[config.mk]
export PLATFORM = sky130hd
export DESIGN_NAME = rsc_reset_source_controller
export DESIGN_NICKNAME = d
export VERILOG_FILES = /design/src/rtl/rsc_pkg.sv /design/src/rtl/rsc_filter.sv /design/src/rtl/rsc_sync.sv /design/src/rtl/rsc_reset_source_controller.sv
export SDC_FILE = /design/constraint.sdc
export NUM_CORES = 1
export LEC_CHECK = 0
export BUFFER_PORTS_ARGS = -buffer_cell sky130_fd_sc_hd__buf_2
export CAP_MARGIN = 20
export CORE_MARGIN = 5
export CORE_UTILIZATION = 46
export CTS_CLUSTER_SIZE = 28
export DETAILED_ROUTE_END_ITERATION = 7
export PLACE_DENSITY_LB_ADDON = 0.08
export SETUP_SLACK_MARGIN = 0.1
export SYNTH_ARGS = -nofsm -noshare
export SYNTH_HDL_FRONTEND = slang
export SYNTH_HIERARCHICAL = 1
export SYNTH_SLANG_ARGS = --single-unit
[constraint.sdc]
create_clock -name pclk -period 1.83 [get_ports pclk]
set_clock_uncertainty 0.1 [all_clocks]
set_input_delay 0.183 -clock pclk [delete_from_list [all_inputs] [get_ports pclk]]
set_output_delay 0.183 -clock pclk [all_outputs]
set_load 0.03 [all_outputs]
[src/rtl/rsc_pkg.sv]
`default_nettype none
package rsc_pkg;
   // register offsets (byte addresses)
   localparam logic [11:0] RSC_CAUSE_OFF   = 12'h000;
   localparam logic [11:0] RSC_FUSE_OFF    = 12'h004;
   localparam logic [11:0] RSC_REFCTL_OFF  = 12'h008;
   localparam logic [11:0] RSC_STATE_OFF   = 12'h00c;
   // reset cause fields
   localparam int RSC_WDT_BIT = 3;
   localparam int RSC_BOR_BIT = 2;
   localparam int RSC_EXT_BIT = 1;
   localparam int RSC_POR_BIT = 0;
   localparam logic [3:0] RSC_CAUSE_RST = 4'h1;
   // reference control fields
   localparam int RSC_COMPARATOR_BANDGAP_SELECT_BIT = 0;
   localparam int RSC_ADC_BIT  = 1;
   localparam int RSC_DAC_BIT  = 2;
   // brown-out fuse code that disables detection
   localparam logic [2:0] RSC_BOD_OFF = 3'h7;
   // timing
   localparam int RSC_CLK_NS      = 40;
   localparam int RSC_PIN_MIN_NS  = 400;
   localparam int RSC_BOD_MIN_NS  = 2000;
   localparam int RSC_PIN_CYC     = (RSC_PIN_MIN_NS + RSC_CLK_NS - 1) / RSC_CLK_NS;
   localparam int RSC_BOD_CYC     = (RSC_BOD_MIN_NS + RSC_CLK_NS - 1) / RSC_CLK_NS;
   localparam int RSC_REF_US      = 40;
   // start-up delay base, cycles, shifted left by {startup, clock select low bits}
   localparam int RSC_DLY_W       = 16;
   localparam logic [RSC_DLY_W-1:0] RSC_DLY_BASE = 16'h0010;
   localparam logic [5:0] RSC_FUSE_RST = 6'h00;
endpackage : rsc_pkg
`default_nettype wire

[src/rtl/rsc_filter.sv]
`default_nettype none
// qualifies a synchronised level: output follows only after it held for CYC cycles
module rsc_filter
   import rsc_pkg::*;
#(
   parameter int CYC = 10
) (
   // clock and reset
   input  wire logic pclk,
   input  wire logic presetn,
   // level in and out
   input  wire logic lvl_in,
   output logic      lvl_out
);
   localparam int CW = $clog2(CYC + 1);
   logic [CW-1:0] cnt_r;
   logic          out_r;

   always_ff @(posedge pclk or negedge presetn) begin
      if (!presetn) begin
         cnt_r <= '0;
         out_r <= 1'b0;
      end else if (lvl_in == out_r) begin
         cnt_r <= '0;
      end else if (cnt_r == CW'(CYC - 1)) begin
         cnt_r <= '0;
         out_r <= lvl_in;
      end else begin
         cnt_r <= cnt_r + 1'b1;
      end
   end

   assign lvl_out = out_r;
endmodule : rsc_filter
`default_nettype wire

[src/rtl/rsc_sync.sv]
`default_nettype none
// two-flop synchroniser for asynchronous levels
module rsc_sync (
   // clock and reset
   input  wire logic pclk,
   input  wire logic presetn,
   // level
   input  wire logic d,
   output logic      q
);
   logic meta_r;
   logic q_r;

   always_ff @(posedge pclk or negedge presetn) begin
      if (!presetn) begin
         meta_r <= 1'b0;
         q_r    <= 1'b0;
      end else begin
         meta_r <= d;
         q_r    <= meta_r;
      end
   end

   assign q = q_r;
endmodule : rsc_sync
`default_nettype wire

[src/rtl/rsc_reset_source_controller.sv]
// Functional notes
// - internal reset drives core and I/O registers; core starts at reset vector after
// - port reset asserts combinationally from power-on, pin and watchdog, no clock needed; brown-out only through its clocked filter
// - after all sources inactive, delay counter stretches reset by fuse-chosen period
// - four causes: power-on, pin, enabled watchdog, enabled brown-out
// - pin low beyond minimum width resets through the clocked filter; without clock only port reset asserts
// - pin release starts the delay counter, reset ends when it expires
// - power-on reset asserts immediately whenever supply is below threshold
// - supply reaching power-on threshold starts the delay counter
// - three-bit brown-out fuse, all-ones disables detection
// - brown-out asserts reset after synchroniser and filter, releases through delay counter
// - brown-out only counts when held past minimum duration
// - watchdog timeout gives one-cycle pulse; delay starts on its falling edge
// - watchdog flag bit 3: set by watchdog, cleared by power-on or zero write
// - brown-out flag bit 2: set by brown-out, cleared by power-on or zero write
// - pin flag bit 1: set by pin reset, cleared by power-on or zero write
// - power-on flag bit 0: set by power-on, cleared only by zero write
// - bandgap on when brown-out, comparator select, converter or DAC enabled
`default_nettype none
module rsc_reset_source_controller
   import rsc_pkg::*;
#(
   parameter int PIN_CYC = RSC_PIN_CYC,
   parameter int BOD_CYC = RSC_BOD_CYC
) (
   // apb
   input  wire logic        pclk,
   input  wire logic        presetn,
   input  wire logic        psel,
   input  wire logic        penable,
   input  wire logic        pwrite,
   input  wire logic [11:0] paddr,
   input  wire logic [31:0] pwdata,
   output logic [31:0]      prdata,
   output logic             pready,
   output logic             pslverr,
   // reset sources
   input  wire logic        supply_below_por,
   input  wire logic        supply_below_bot,
   input  wire logic        reset_pin_n,
   input  wire logic        wdt_timeout,
   input  wire logic        wdt_enabled,
   // fuses
   input  wire logic [2:0]  brownout_level_fuses,
   input  wire logic [1:0]  startup_time_fuses,
   input  wire logic [3:0]  clock_select_fuses,
   // reset outputs
   output logic             sys_reset,
   output logic             port_reset,
   output logic             bandgap_on
);
   logic pin_low_s, bot_s;
   logic pin_rst, bod_rst;
   logic bod_en;
   logic wdt_pulse;
   logic por_seen_r;
   logic [3:0] cause_r;
   logic [2:0] refctl_r;
   logic [RSC_DLY_W-1:0] dly_r;
   logic [RSC_DLY_W-1:0] dly_len;
   logic src_act;
   logic wr_ok, rd_ok;

   // time-qualified pin level, synchronised first
   rsc_sync u_pin_sync (
      .pclk    (pclk),
      .presetn (presetn),
      .d       (~reset_pin_n),
      .q       (pin_low_s)
   );
   rsc_filter #(.CYC(PIN_CYC)) u_pin_flt (
      .pclk    (pclk),
      .presetn (presetn),
      .lvl_in  (pin_low_s),
      .lvl_out (pin_rst)
   );

   rsc_sync u_bot_sync (
      .pclk    (pclk),
      .presetn (presetn),
      .d       (supply_below_bot),
      .q       (bot_s)
   );
   rsc_filter #(.CYC(BOD_CYC)) u_bot_flt (
      .pclk    (pclk),
      .presetn (presetn),
      .lvl_in  (bot_s & bod_en),
      .lvl_out (bod_rst)
   );

   assign bod_en = (brownout_level_fuses != RSC_BOD_OFF);

   // watchdog only counts when enabled; a one-cycle pulse, delay starts after it
   assign wdt_pulse = wdt_timeout & wdt_enabled;

   // power-on is the async clear of the whole block; presetn is taken to be the
   // por comparator combined by the system, so supply_below_por feeds it too
   assign src_act = supply_below_por | pin_rst | bod_rst | wdt_pulse;

   // stretch length from fuses; a limitation: base shifted left by the code, not a lookup
   // codes that would shift the base out of the counter saturate instead of giving zero
   assign dly_len = ({startup_time_fuses, clock_select_fuses[1:0]} >= 4'hc) ? '1 :
                    RSC_DLY_BASE << {startup_time_fuses, clock_select_fuses[1:0]};

   always_ff @(posedge pclk or negedge presetn) begin
      if (!presetn) begin
         dly_r <= RSC_DLY_BASE;
      end else if (src_act) begin
         dly_r <= dly_len;
      end else if (dly_r != '0) begin
         dly_r <= dly_r - 1'b1;
      end
   end

   // any source or a running counter keeps reset; the async terms need no clock
   assign sys_reset  = ~presetn | supply_below_por | src_act | (dly_r != '0);
   assign port_reset = ~presetn | supply_below_por | ~reset_pin_n | src_act;

   assign bandgap_on = bod_en | refctl_r[RSC_COMPARATOR_BANDGAP_SELECT_BIT] | refctl_r[RSC_ADC_BIT]
                     | refctl_r[RSC_DAC_BIT];

   // apb: zero wait states, unmapped offsets answer pslverr
   assign pready = 1'b1;
   assign wr_ok  = psel & penable & pwrite;
   assign rd_ok  = psel & ~penable & ~pwrite;

   function automatic logic mapped(input logic [11:0] a);
      mapped = (a == RSC_CAUSE_OFF) | (a == RSC_FUSE_OFF) |
               (a == RSC_REFCTL_OFF) | (a == RSC_STATE_OFF);
   endfunction : mapped

   assign pslverr = psel & penable & ~mapped(paddr);

   // power-on flag follows presetn: por_seen_r reloads the cause reset value on the first clock
   always_ff @(posedge pclk or negedge presetn) begin
      if (!presetn) begin
         por_seen_r <= 1'b1;
      end else begin
         por_seen_r <= 1'b0;
      end
   end

   // hardware set wins over a software clear in the same cycle
   always_ff @(posedge pclk or negedge presetn) begin
      if (!presetn) begin
         cause_r <= RSC_CAUSE_RST;
      end else begin
         if (wr_ok && paddr == RSC_CAUSE_OFF) begin
            cause_r <= cause_r & pwdata[3:0];
         end
         if (wdt_pulse) cause_r[RSC_WDT_BIT] <= 1'b1;
         if (bod_rst)   cause_r[RSC_BOR_BIT] <= 1'b1;
         if (pin_rst)   cause_r[RSC_EXT_BIT] <= 1'b1;
         if (supply_below_por || por_seen_r) begin
            cause_r <= RSC_CAUSE_RST;
         end
      end
   end

   always_ff @(posedge pclk or negedge presetn) begin
      if (!presetn) begin
         refctl_r <= '0;
      end else if (wr_ok && paddr == RSC_REFCTL_OFF) begin
         refctl_r <= pwdata[2:0];
      end
   end

   always_ff @(posedge pclk or negedge presetn) begin
      if (!presetn) begin
         prdata <= '0;
      end else if (rd_ok) begin
         unique case (paddr)
            RSC_CAUSE_OFF:  prdata <= {28'h0, cause_r};
            RSC_FUSE_OFF:   prdata <= {23'h0, brownout_level_fuses, startup_time_fuses,
                                       clock_select_fuses};
            RSC_REFCTL_OFF: prdata <= {28'h0, bandgap_on, refctl_r};
            RSC_STATE_OFF:  prdata <= {12'h0, bod_rst, pin_rst, bod_en, sys_reset, dly_r};
            default:        prdata <= '0;
         endcase
      end
   end

   AST_WDT_FLAG: assert property (@(posedge pclk) disable iff (!presetn)
      wdt_pulse && !supply_below_por && !por_seen_r |=> cause_r[RSC_WDT_BIT])
      else $error("watchdog flag not set");
   AST_BOR_FLAG: assert property (@(posedge pclk) disable iff (!presetn)
      bod_rst && !supply_below_por && !por_seen_r |=> cause_r[RSC_BOR_BIT])
      else $error("brown-out flag not set");
   AST_EXT_FLAG: assert property (@(posedge pclk) disable iff (!presetn)
      pin_rst && !supply_below_por && !por_seen_r |=> cause_r[RSC_EXT_BIT])
      else $error("pin flag not set");
   AST_POR_FLAG: assert property (@(posedge pclk) disable iff (!presetn)
      supply_below_por |=> cause_r == RSC_CAUSE_RST)
      else $error("power-on did not set flags");
   AST_SRC_RST: assert property (@(posedge pclk) disable iff (!presetn)
      src_act |-> sys_reset && port_reset)
      else $error("source active without reset");
   AST_STRETCH: assert property (@(posedge pclk) disable iff (!presetn)
      $fell(src_act) |-> sys_reset [*2])
      else $error("reset not stretched");
   AST_BOD_OFF: assert property (@(posedge pclk) disable iff (!presetn)
      !bod_en |-> ##[0:3] !bod_rst || bod_en)
      else $error("brown-out reset while disabled");
   AST_BANDGAP: assert property (@(posedge pclk) disable iff (!presetn)
      bod_en |-> bandgap_on)
      else $error("bandgap off with brown-out enabled");
   AST_PORT: assert property (@(posedge pclk) disable iff (!presetn)
      !reset_pin_n |-> port_reset)
      else $error("port reset missing");

   COV_WDT: cover property (@(posedge pclk) disable iff (!presetn) wdt_pulse);
   COV_PIN: cover property (@(posedge pclk) disable iff (!presetn) $rose(pin_rst));
   COV_BOD: cover property (@(posedge pclk) disable iff (!presetn) $rose(bod_rst));
   COV_REL: cover property (@(posedge pclk) disable iff (!presetn) $fell(sys_reset));
endmodule : rsc_reset_source_controller
`default_nettype wire

==> flow_metrics.py, run 1 <==
metrics = {
    "clocking": {
        "cts_tree": "done",
        "clock_path_buffers": 2,
        "cts_buffers": 9,
        "clk_latency_ns": 0.35,
        "cts.sinks": 60,
        "cts_root_buffer": "clkbuf_8",
        "htree_levels": 3,
        "clkTransAtPathRegs_ns": 0.08,
    },
    "global_routing": {
        "grt_max_degree": 61,
        "antenna_found_initial": 0,
        "overflow": 0,
        "grt_pass1_vias": 2507,
        "grt_pass1_wl_um": 12500,
        "track_usage_pct": 19.1,
    },
    "place": {
        "hpwlAfterDp_um": 5600,
        "routabilityCongestion": 0.879,
        "preCtsSetupSlack_ns": -0.218,
        "port_buffers": 58,
    },
    "sta": {
        "achievable-frequency_mhz": 452,
        "finalCritPeriodShare_pct": 121,
        "layout_setup_ws_ns": -0.380,
        "slew_viol_final": 0,
        "finalSetupTns_ns": -2.63,
        "rsz0062_at_grt": "yes",
        "period_minus_slack_ns": 2.21,
        "slew-limit-headroom_pct": 50.0,
        "setup_violations": 18,
        "worst_slew_pin_slew_ns": 0.749,
        "hold_viol_final": 0,
    },
    "drt": {
        "drt_iter0_drc": 75,
        "wl_met1_um": 3630,
        "drt-total-wl_um": 7900,
        "vias_per_cell": 5.22,
        "route.met2.wl_um": 3550,
        "firstDrtPassIters": 4,
        "ant_nets": 0,
        "num_vias": 2593,
        "routedWlPerCell_um": 15.9,
        "route.met3.wl_um": 501,
        "drc": 0,
        "top_layer": "met4",
    },
    "floorplan": {
        "die_w_um": 92.7,
        "core-area_mm2": 0.00672,
        "num_rows": 30,
        "boundaryPins": 100,
        "start_util_pct": 46.8,
        "die_y_um": 92.7,
        "fp.dieArea_mm2": 0.00859,
    },
    "synthesis": {
        "syn_area_per_cell_um2": 10.4,
        "synth_common_cells": "dfrtp_1 (57), nand2_1 (25), nor2_1 (25)",
        "yosysMostFrequentCell": "dfrtp_1",
        "synth.distinct_cells": 58,
        "synth_top_cell_by_area": "dfrtp_1",
        "synth-edff-count": 0,
        "synth-seq-area-share_pct": 47.9,
        "syn_inst": 303,
        "synth_area_leaders": "dfrtp_1 (45%), buf_4 (3.6%), o21ai_0 (3.3%), a22o_1 (3.1%), nand2_1 (3.0%)",
        "synth_top_cell_area_share_pct": 45.3,
        "syn-cell-area_mm2": 0.00315,
        "async_flop_share_pct": 100,
        "ys_seq_elements": 60,
        "ys_warn_count": 6,
        "ys.flop_type": "dfrtp_1",
    },
    "power": {
        "ir_drop_v": 0.000432,
        "switching_share_pct": 30.9,
        "p_per_area_mw_per_mm2": 782,
        "leakage_nw": 2.05,
        "seqPwrFrac_pct": 44.7,
        "p_sw_mw": 1.01,
        "p_clk_share_pct": 33.2,
        "internal_power_mw": 2.26,
        "combPwrFrac_pct": 22.1,
    },
    "layout": {
        "area_growth_pct": 32.6,
        "antenna_cells": 0,
        "n_fill_cell": 617,
        "drive_gt1_share_pct": 37.6,
        "final_nets": 481,
    },
    "worst_setup_path": {
        "worstSetupPathType": "reg -> out",
        "worst-endpoint-arrival_ns": 1.93,
        "crit_path_end_kind": "output port",
        "cp.required_ns": 1.55,
        "startpoint_type": "flop",
        "crit_path_max_fanout": 2,
    },
    "flow_run": {
        "cap_violations": 0,
    },
    "hold_path": {
        "hold_path_class": "in -> reg",
    },
    "run_status": {
        "status": "complete, but fails checks",
        "violations": "negative setup slack",
    },
}
==> flip-flops by register name, indices dropped and copies added (netlist names), 3 cells and up <==
name and cells:
cause_r 4, dly_r 16, prdata 20, refctl_r 3, u_bot_flt/cnt_r 6, u_pin_flt/cnt_r 4
==> final timing paths <==
kind                                        from           end  slack [ns]  depth (start not counted)
max                                    dly_r[11]     sys_reset       -0.38                          5
max in group asynchronous                presetn      dly_r[8]        0.68                          3
min reg2reg                    u_pin_sync/meta_r  u_pin_sync/q        0.25                          0
min                        clock_select_fuses[3]     prdata[3]        0.02                          3
max reg2reg                            dly_r[11]      dly_r[1]       -0.24                          8
min in group asynchronous                presetn    cause_r[2]        0.46                          3
==> layout by cell type, fill, tap and decap left out, drive strengths merged, types with 2 or more instances in the layout <==
| master | n |
|---|---|
| a211oi | 10 |
| a21o | 2 |
| a21oi | 15 |
| a22o | 11 |
| a31oi | 2 |
| and2 | 3 |
| and3 | 4 |
| buf | 105 |
| clkbuf | 10 |
| clkinv | 3 |
| clkinvlp | 2 |
| conb | 14 |
| dfrtp | 57 |
| dfstp | 3 |
| dlygate4sd3 | 6 |
| ha | 6 |
| inv | 9 |
| mux2 | 5 |
| mux2i | 5 |
| mux4 | 3 |
| nand2 | 26 |
| nand2b | 3 |
| nand3 | 9 |
| nor2 | 26 |
| nor2b | 4 |
| nor3 | 5 |
| nor4 | 6 |
| o211ai | 2 |
| o21ai | 22 |
| or3 | 6 |
| or4 | 3 |
| xnor2 | 8 |
| xor2 | 10 |
==> final cells by class <==
type	instances	area, µm²	area share (%)
Multi-Input combinational cell	222	1590	38.2
Timing Repair Buffer	111	766	18.4
Tap cell	80	100	2.40
Clock inverter	6	38.8	0.930
Inverter	8	30.0	0.720
Clock buffer	10	138	3.30
Sequential cell	60	1510	36.1
==> kinds of logic after synthesis <==
family | Yosys count | synth area share (%)
simple gates | 101 | 18.1
compound gates | 70 | 14.8
flops | 60 | 47.9
buf+inv | 33 | 6.01
xor+xnor | 18 | 5.01
mux | 13 | 5.65
fa+ha+maj | 6 | 2.39
other cells | 2 | 0.239
==> stage by stage <==
step	std cells	power, mW	hold WS (ns)	area, µm²	utilization, %
2_1_floorplan	315	1.87	-0.213	3210	-
6_report	497	3.26	0.0157	4170	62.1
4_1_cts	493	3.27	0.00529	4100	61.0
3_5_place_dp	464	2.12	0.195	3720	55.4
5_1_grt	497	3.43	0.0163	4170	62.1
3_3_place_gp	464	2.12	0.193	3720	55.4
==> power groups by stage <==
stage	sequential (mW)	clock [mW]	combinational, mW
final	1.46	1.08	0.720
after detailed placement	1.48	0	0.645
after global placement	1.48	0	0.642
after CTS	1.46	1.10	0.706
after floorplan	1.50	0	0.370
after global routing	1.47	1.17	0.782
==> metal layers <==
metal | track usage, % | vias up
met5 | 0 | -
met4 | 9.28 | 0
met3 | 4.39 | 15
met2 | 28.5 | 84
met1 | 26.1 | 1220
li1 | - | 1274
==> worst max-delay path, stage by stage (launching register included) <==
cell	delay, ns
dfrtp_1	0.38
or4_4	0.53
and4bb_1	0.28
and2_4	0.18
nand2_8	0.05
buf_6	0.15
==> timing repair <==
item                                    CTS  global route
setup buffers                             7             4
hold buffers                              6             0
hold endpoints to repair                 63             0
endpoints found under the setup margin   19            20
resized for setup                        22             8
pin swaps                                15            11
Power figures use the tool's default switching activity.
==> run 2, diff against run 1 <==
--- a/config.mk
+++ b/config.mk
@@ -17,3 +17,4 @@
 export SYNTH_HDL_FRONTEND = slang
 export SYNTH_HIERARCHICAL = 1
 export SYNTH_SLANG_ARGS = --single-unit
+export TNS_END_PERCENT = 20
==> run 2 against run 1 <==
The run still ends with negative setup slack left. Cell count shrank 1.2%. Total power grew 1.6%. Critical path depth is the same. Count of clock-buffer cells in the layout grew 1. Critical endpoint unchanged. Highest routed layer unchanged.
==> flow_metrics.py, run 2 (synthesized netlist as in run 1, its figures left out) <==
metrics = {
    "floorplan": {
        "boundaryPins": 100,
        "num_rows": 30,
        "start_util_pct": 46.8,
        "die_y_um": 92.7,
        "fp.dieArea_mm2": 0.00859,
        "core-area_mm2": 0.00672,
        "die_w_um": 92.7,
    },
    "clocking": {
        "cts_tree": "done",
        "clock_path_buffers": 2,
        "cts_buffers": 9,
        "clk_latency_ns": 0.33,
        "cts.sinks": 60,
        "clkTransAtPathRegs_ns": 0.07,
        "htree_levels": 3,
        "cts_root_buffer": "clkbuf_8",
    },
    "flow_run": {
        "cap_violations": 0,
    },
    "layout": {
        "final_cell_mix": "dfrtp_1 (57), buf_2 (55), buf_4 (42), nor2_1 (25), nand2_1 (25)",
        "final_area_mm2": 0.00409,
        "seqCellArea_mm2": 0.00151,
        "multi_input_area_mm2": 0.00157,
        "final_nets": 476,
        "final_util_pct": 60.9,
        "reg_top3": "prdata (20), dly_r (16), u_bot_flt/cnt_r (6)",
        "largest_reg_flops": 20,
        "finalNonFillerCells": 491,
        "regMostFlops": "prdata",
        "n_fill_cell": 579,
        "area_growth_pct": 30.0,
        "final_common_cell": "dfrtp_1",
        "antenna_cells": 0,
        "drive_gt1_share_pct": 36.3,
    },
    "run_status": {
        "status": "complete, but fails checks",
        "violations": "negative setup slack",
    },
    "power": {
        "ir_drop_v": 0.000527,
        "p_per_area_mw_per_mm2": 811,
        "leakage_nw": 2.01,
    },
    "global_routing": {
        "grtUsageMet2_pct": 30.0,
        "grt_pass1_wl_um": 12600,
        "met1_usage_pct": 25.4,
        "met3_usage_pct": 3.90,
        "grt_max_degree": 61,
        "track_usage_pct": 18.9,
        "overflow": 0,
        "antenna_found_initial": 0,
        "grt_pass1_vias": 2558,
        "grt_busiest_layer": "met2",
    },
    "worst_setup_path": {
        "rr_endpoint": "dly_r[11]",
        "worstRegToRegCells": 6,
        "crit_path_max_fanout": 2,
        "r2r-start": "dly_r[6]",
        "cp.required_ns": 1.55,
        "crit_family": "simple AND/OR/NAND/NOR gates",
        "startpoint_type": "flop",
        "worst-endpoint-arrival_ns": 1.91,
        "max_stage_delay_ns": 0.53,
        "cp.buffers_inverters": 1,
        "slowest_stage": "or4_4",
        "crit_path_end_kind": "output port",
        "worstSetupPathType": "reg -> out",
        "rrSetupSlack_ns": -0.15,
        "crit_chain": "or4_4 -> and4bb_1 -> and2_4 -> nand2_8 -> buf_6",
    },
    "place": {
        "port_buffers": 58,
        "routabilityCongestion": 0.796,
        "dpl_cell_area_mm2": 0.00373,
        "placed_cells": 467,
        "hpwlAfterDp_um": 5730,
    },
    "drt": {
        "routedWlPerCell_um": 15.8,
        "vias_per_cell": 5.20,
        "drt_iter0_drc": 129,
        "firstDrtPassIters": 4,
        "drt-total-wl_um": 7760,
        "ant_nets": 0,
        "num_vias": 2552,
        "drc": 0,
    },
    "sta": {
        "hold_viol_final": 0,
        "hold_slack_ns": 0.0219,
        "finalSetupTns_ns": -1.46,
        "slew_viol_final": 0,
        "slew-limit-headroom_pct": 49.2,
        "rsz0062_at_grt": "yes",
        "achievable-frequency_mhz": 457,
        "setup_violations": 17,
        "period_minus_slack_ns": 2.19,
        "layout_setup_ws_ns": -0.358,
        "worst_slew_pin_slew_ns": 0.761,
        "finalCritPeriodShare_pct": 120,
    },
    "hold_path": {
        "hold_path_class": "in -> reg",
        "whs_path_depth": 2,
        "hold_start": "pwdata[0]",
        "min_to": "refctl_r[0]",
    },
}
run 2: changes by cell type in the layout (fill, tap and decap cells not counted), sizes merged:
cell	delta
dlygate4sd3	-3
buf	-2
clkinv	-2
bufinv	+1
clkbuf	+1
inv	-1
run 2: timing repair:
item,in CTS,in global routing
endpoints found under the hold margin,59,0
endpoints found under the setup margin,19,22
gates resized for setup,14,6
hold buffers,3,0
setup buffers,2,4
pin swaps,9,10
run 2: worst max path at each step:
stage | start | endpoint | slack (ns) | depth (start not counted)
after detailed placement | dly_r[6] | dly_r[14] | -0.24 | 6
after global placement | dly_r[6] | dly_r[14] | -0.20 | 6
after CTS | dly_r[11] | sys_reset | -0.37 | 5
after global routing | dly_r[10] | sys_reset | -0.41 | 5
final | dly_r[11] | sys_reset | -0.36 | 5
after floorplan | dly_r[10] | prdata[16] | -0.16 | 6
run 2: layer usage:
| layer | wire length, µm | vias up |
|---|---|---|
| met5 | 0 | - |
| met4 | 122 | 0 |
| met3 | 439 | 10 |
| met2 | 3660 | 66 |
| met1 | 3540 | 1218 |
| li1 | - | 1258 |
run 2: metrics by stage:
stage	worst slack [ns]	power, mW
finish	-0.358	3.32
global placement	-0.195	2.11
detailed placement	-0.239	2.12
CTS	-0.373	3.33
floorplan	-0.163	1.86
global route	-0.413	3.49
run 2: worst reg2reg max path, cell delays in order, from the launching register on:
cell	delay, ns
dfrtp_1	0.38
or4_4	0.58
buf_6	0.16
buf_4	0.13
nor4_4	0.25
xnor2_1	0.10
a211oi_2	0.19
run 2: cell type report:
cell class              count  area share [%]
clock buffers              11            3.46
multi-input cells         222            38.3
well taps                  80            2.45
inverters                   8           0.734
clock inverters             4            1.22
repair buffers            106            17.0
flip-flops and latches     60            36.8
run 2: report_power, final:
| group | switching, mW | total [mW] | internal [mW] |
|---|---|---|---|
| logic | 0.380 | 0.687 | 0.307 |
| clock network | 0.510 | 1.17 | 0.656 |
| registers | 0.0550 | 1.46 | 1.41 |
| total | 0.945 | 3.32 | 2.37 |
==> run 3, diff against run 2 <==
--- a/config.mk
+++ b/config.mk
@@ -7,8 +7,8 @@
 export LEC_CHECK = 0
 export BUFFER_PORTS_ARGS = -buffer_cell sky130_fd_sc_hd__buf_2
 export CAP_MARGIN = 20
-export CORE_MARGIN = 5
-export CORE_UTILIZATION = 46
+export CORE_MARGIN = 8
+export CORE_UTILIZATION = 32
 export CTS_CLUSTER_SIZE = 28
 export DETAILED_ROUTE_END_ITERATION = 7
 export PLACE_DENSITY_LB_ADDON = 0.08
==> run 3 against run 2 <==
Global-route usage down 5.3 points. The flow still finishes with violations (negative setup slack). Highest routed layer unchanged. Fmax down 3.2%. Critical path depth up 1. Sequential share of layout area down 1.2 points. Critical path type unchanged. Hold slack better by 0.0091 ns. Core utilization down 17 points. Via count down 0.27%. Combinational power up 3.5%. Die area up 54%.
==> flow_metrics.py, run 3 (synthesized netlist as in run 1, its figures left out) <==
metrics = {
    "global_routing": {
        "overflow": 0,
        "grt_pass1_vias": 2683,
        "antenna_found_initial": 0,
        "grt_max_degree": 61,
        "track_usage_pct": 13.6,
        "grt_pass1_wl_um": 13900,
    },
    "hold_path": {
        "min_to": "cause_r[3]",
        "hold_start": "wdt_enabled",
        "hold_path_class": "in -> reg",
        "whs_path_depth": 3,
    },
    "power": {
        "p_clk_share_pct": 36.8,
        "p_total_mw": 3.43,
        "internal_power_mw": 2.40,
        "p_sw_mw": 1.03,
        "p_per_area_mw_per_mm2": 812,
        "leakage_nw": 2.02,
        "combPwrFrac_pct": 20.7,
        "seqPwrFrac_pct": 42.5,
        "ir_drop_v": 0.000365,
        "switching_share_pct": 30.0,
    },
    "floorplan": {
        "core-area_mm2": 0.00964,
        "die_y_um": 115,
        "fp.dieArea_mm2": 0.0133,
        "boundaryPins": 100,
        "start_util_pct": 32.6,
        "num_rows": 36,
        "die_w_um": 115,
    },
    "clocking": {
        "cts_root_buffer": "clkbuf_8",
        "clkTransAtPathRegs_ns": 0.08,
        "cts_tree": "done",
        "clock_path_buffers": 2,
        "clk_latency_ns": 0.34,
        "htree_levels": 3,
        "cts.sinks": 60,
        "cts_buffers": 9,
    },
    "worst_setup_path": {
        "crit_path_max_fanout": 2,
        "cp.buffers_inverters": 2,
        "rrSetupSlack_ns": -0.18,
        "worstRegToRegCells": 7,
        "crit_path_end_kind": "output port",
        "rr_endpoint": "prdata[16]",
        "crit_family": "simple AND/OR/NAND/NOR gates",
        "worstSetupPathType": "reg -> out",
        "worst-endpoint-arrival_ns": 1.98,
        "crit_chain": "or4_4 -> and4bb_1 -> and2_4 -> buf_6 -> nand2_8 -> buf_6",
        "slowest_stage": "or4_4",
        "max_stage_delay_ns": 0.53,
        "r2r-start": "dly_r[13]",
        "cp.required_ns": 1.55,
        "cp_common_cell": "buf_6",
        "startpoint_type": "flop",
    },
    "sta": {
        "slew_viol_final": 0,
        "hold_viol_final": 0,
        "worst_slew_pin_slew_ns": 0.766,
        "setup_violations": 12,
        "period_minus_slack_ns": 2.26,
        "layout_setup_ws_ns": -0.430,
        "rsz0062_at_grt": "yes",
        "finalSetupTns_ns": -1.38,
        "slew-limit-headroom_pct": 48.9,
        "finalCritPeriodShare_pct": 124,
        "achievable-frequency_mhz": 442,
    },
    "drt": {
        "wl_met1_um": 4120,
        "top_layer": "met4",
        "drc": 0,
        "vias_per_cell": 4.67,
        "route.met3.wl_um": 416,
        "firstDrtPassIters": 4,
        "drt_iter0_drc": 103,
        "route.met2.wl_um": 3940,
        "routedWlPerCell_um": 15.8,
        "ant_nets": 0,
        "num_vias": 2545,
        "drt-total-wl_um": 8630,
    },
    "layout": {
        "area_growth_pct": 34.2,
        "reg_top3": "prdata (20), dly_r (16), u_bot_flt/cnt_r (6)",
        "regMostFlops": "prdata",
        "final_common_cell": "dfrtp_1",
        "antenna_cells": 0,
        "final_nets": 476,
        "drive_gt1_share_pct": 37.4,
        "largest_reg_flops": 20,
        "final_cell_mix": "dfrtp_1 (57), buf_2 (55), buf_4 (36), nor2_1 (25), nand2_1 (25)",
    },
    "flow_run": {
        "cap_violations": 0,
    },
    "place": {
        "routabilityCongestion": 0.747,
        "hpwlAfterDp_um": 6320,
        "port_buffers": 58,
    },
    "run_status": {
        "status": "complete, but fails checks",
        "violations": "negative setup slack",
    },
}
-- run 3: how the worst max path moves through the flow --
stage	cells after the start	start	slack (ns)	end
final	6	dly_r[13]	-0.43	sys_reset
after global routing	6	dly_r[13]	-0.49	sys_reset
after CTS	6	dly_r[13]	-0.45	sys_reset
after detailed placement	6	dly_r[6]	-0.25	dly_r[14]
after global placement	5	dly_r[6]	-0.20	dly_r[9]
after floorplan	6	dly_r[10]	-0.16	prdata[16]
-- run 3: worst min-delay path: stages --
cell	delay (ns)
buf_2	0.11
nand2_1	0.07
a21boi_0	0.07
-- run 3: area by class of cell --
| type | count | area (µm²) |
|---|---|---|
| multi-input combinational | 222 | 1600 |
| clock buffer | 10 | 138 |
| clock inverter | 6 | 71.3 |
| sequential | 60 | 1510 |
| timing repair buffer | 106 | 716 |
| fill | 984 | 5420 |
| inverter | 8 | 30.0 |
| tap | 133 | 166 |
-- run 3: timing repair --
| action | 4_1_cts | 5_1_grt |
|---|---|---|
| pin swaps | 13 | 5 |
| setup buffers | 3 | 1 |
| hold buffers | 6 | 0 |
| endpoints found under the hold margin | 63 | 0 |
| gates resized for setup | 19 | 9 |
| gates cloned | 0 | 0 |
| setup endpoints to repair | 20 | 22 |
-- run 3: stage by stage --
stage	setup slack [ns]	hold slack (ns)	util, %	instances	cell area, µm²
after global placement	-0.200	0.192	39.4	519	3800
final	-0.430	0.0311	43.8	545	4220
after CTS	-0.453	0.00872	43.3	544	4180
after detailed placement	-0.248	0.194	39.4	519	3800
after floorplan	-0.163	-0.213	-	315	3210
after global routing	-0.495	0.0336	43.8	545	4220
-- run 3: routing by layer --
metal  global-route usage (%)  vias up
met5                        0        -
met4                     6.57        0
met3                     2.84        9
met2                     21.3       55
met1                     17.5     1220
li1                         -     1261
-- run 3: power groups by stage --
stage / clock, mW / sequential (mW) / combinational [mW]
after floorplan: 0 / 1.50 / 0.367
after global placement: 0 / 1.48 / 0.649
after detailed placement: 0 / 1.48 / 0.649
after CTS: 1.31 / 1.46 / 0.705
after global routing: 1.36 / 1.47 / 0.784
final: 1.26 / 1.46 / 0.711
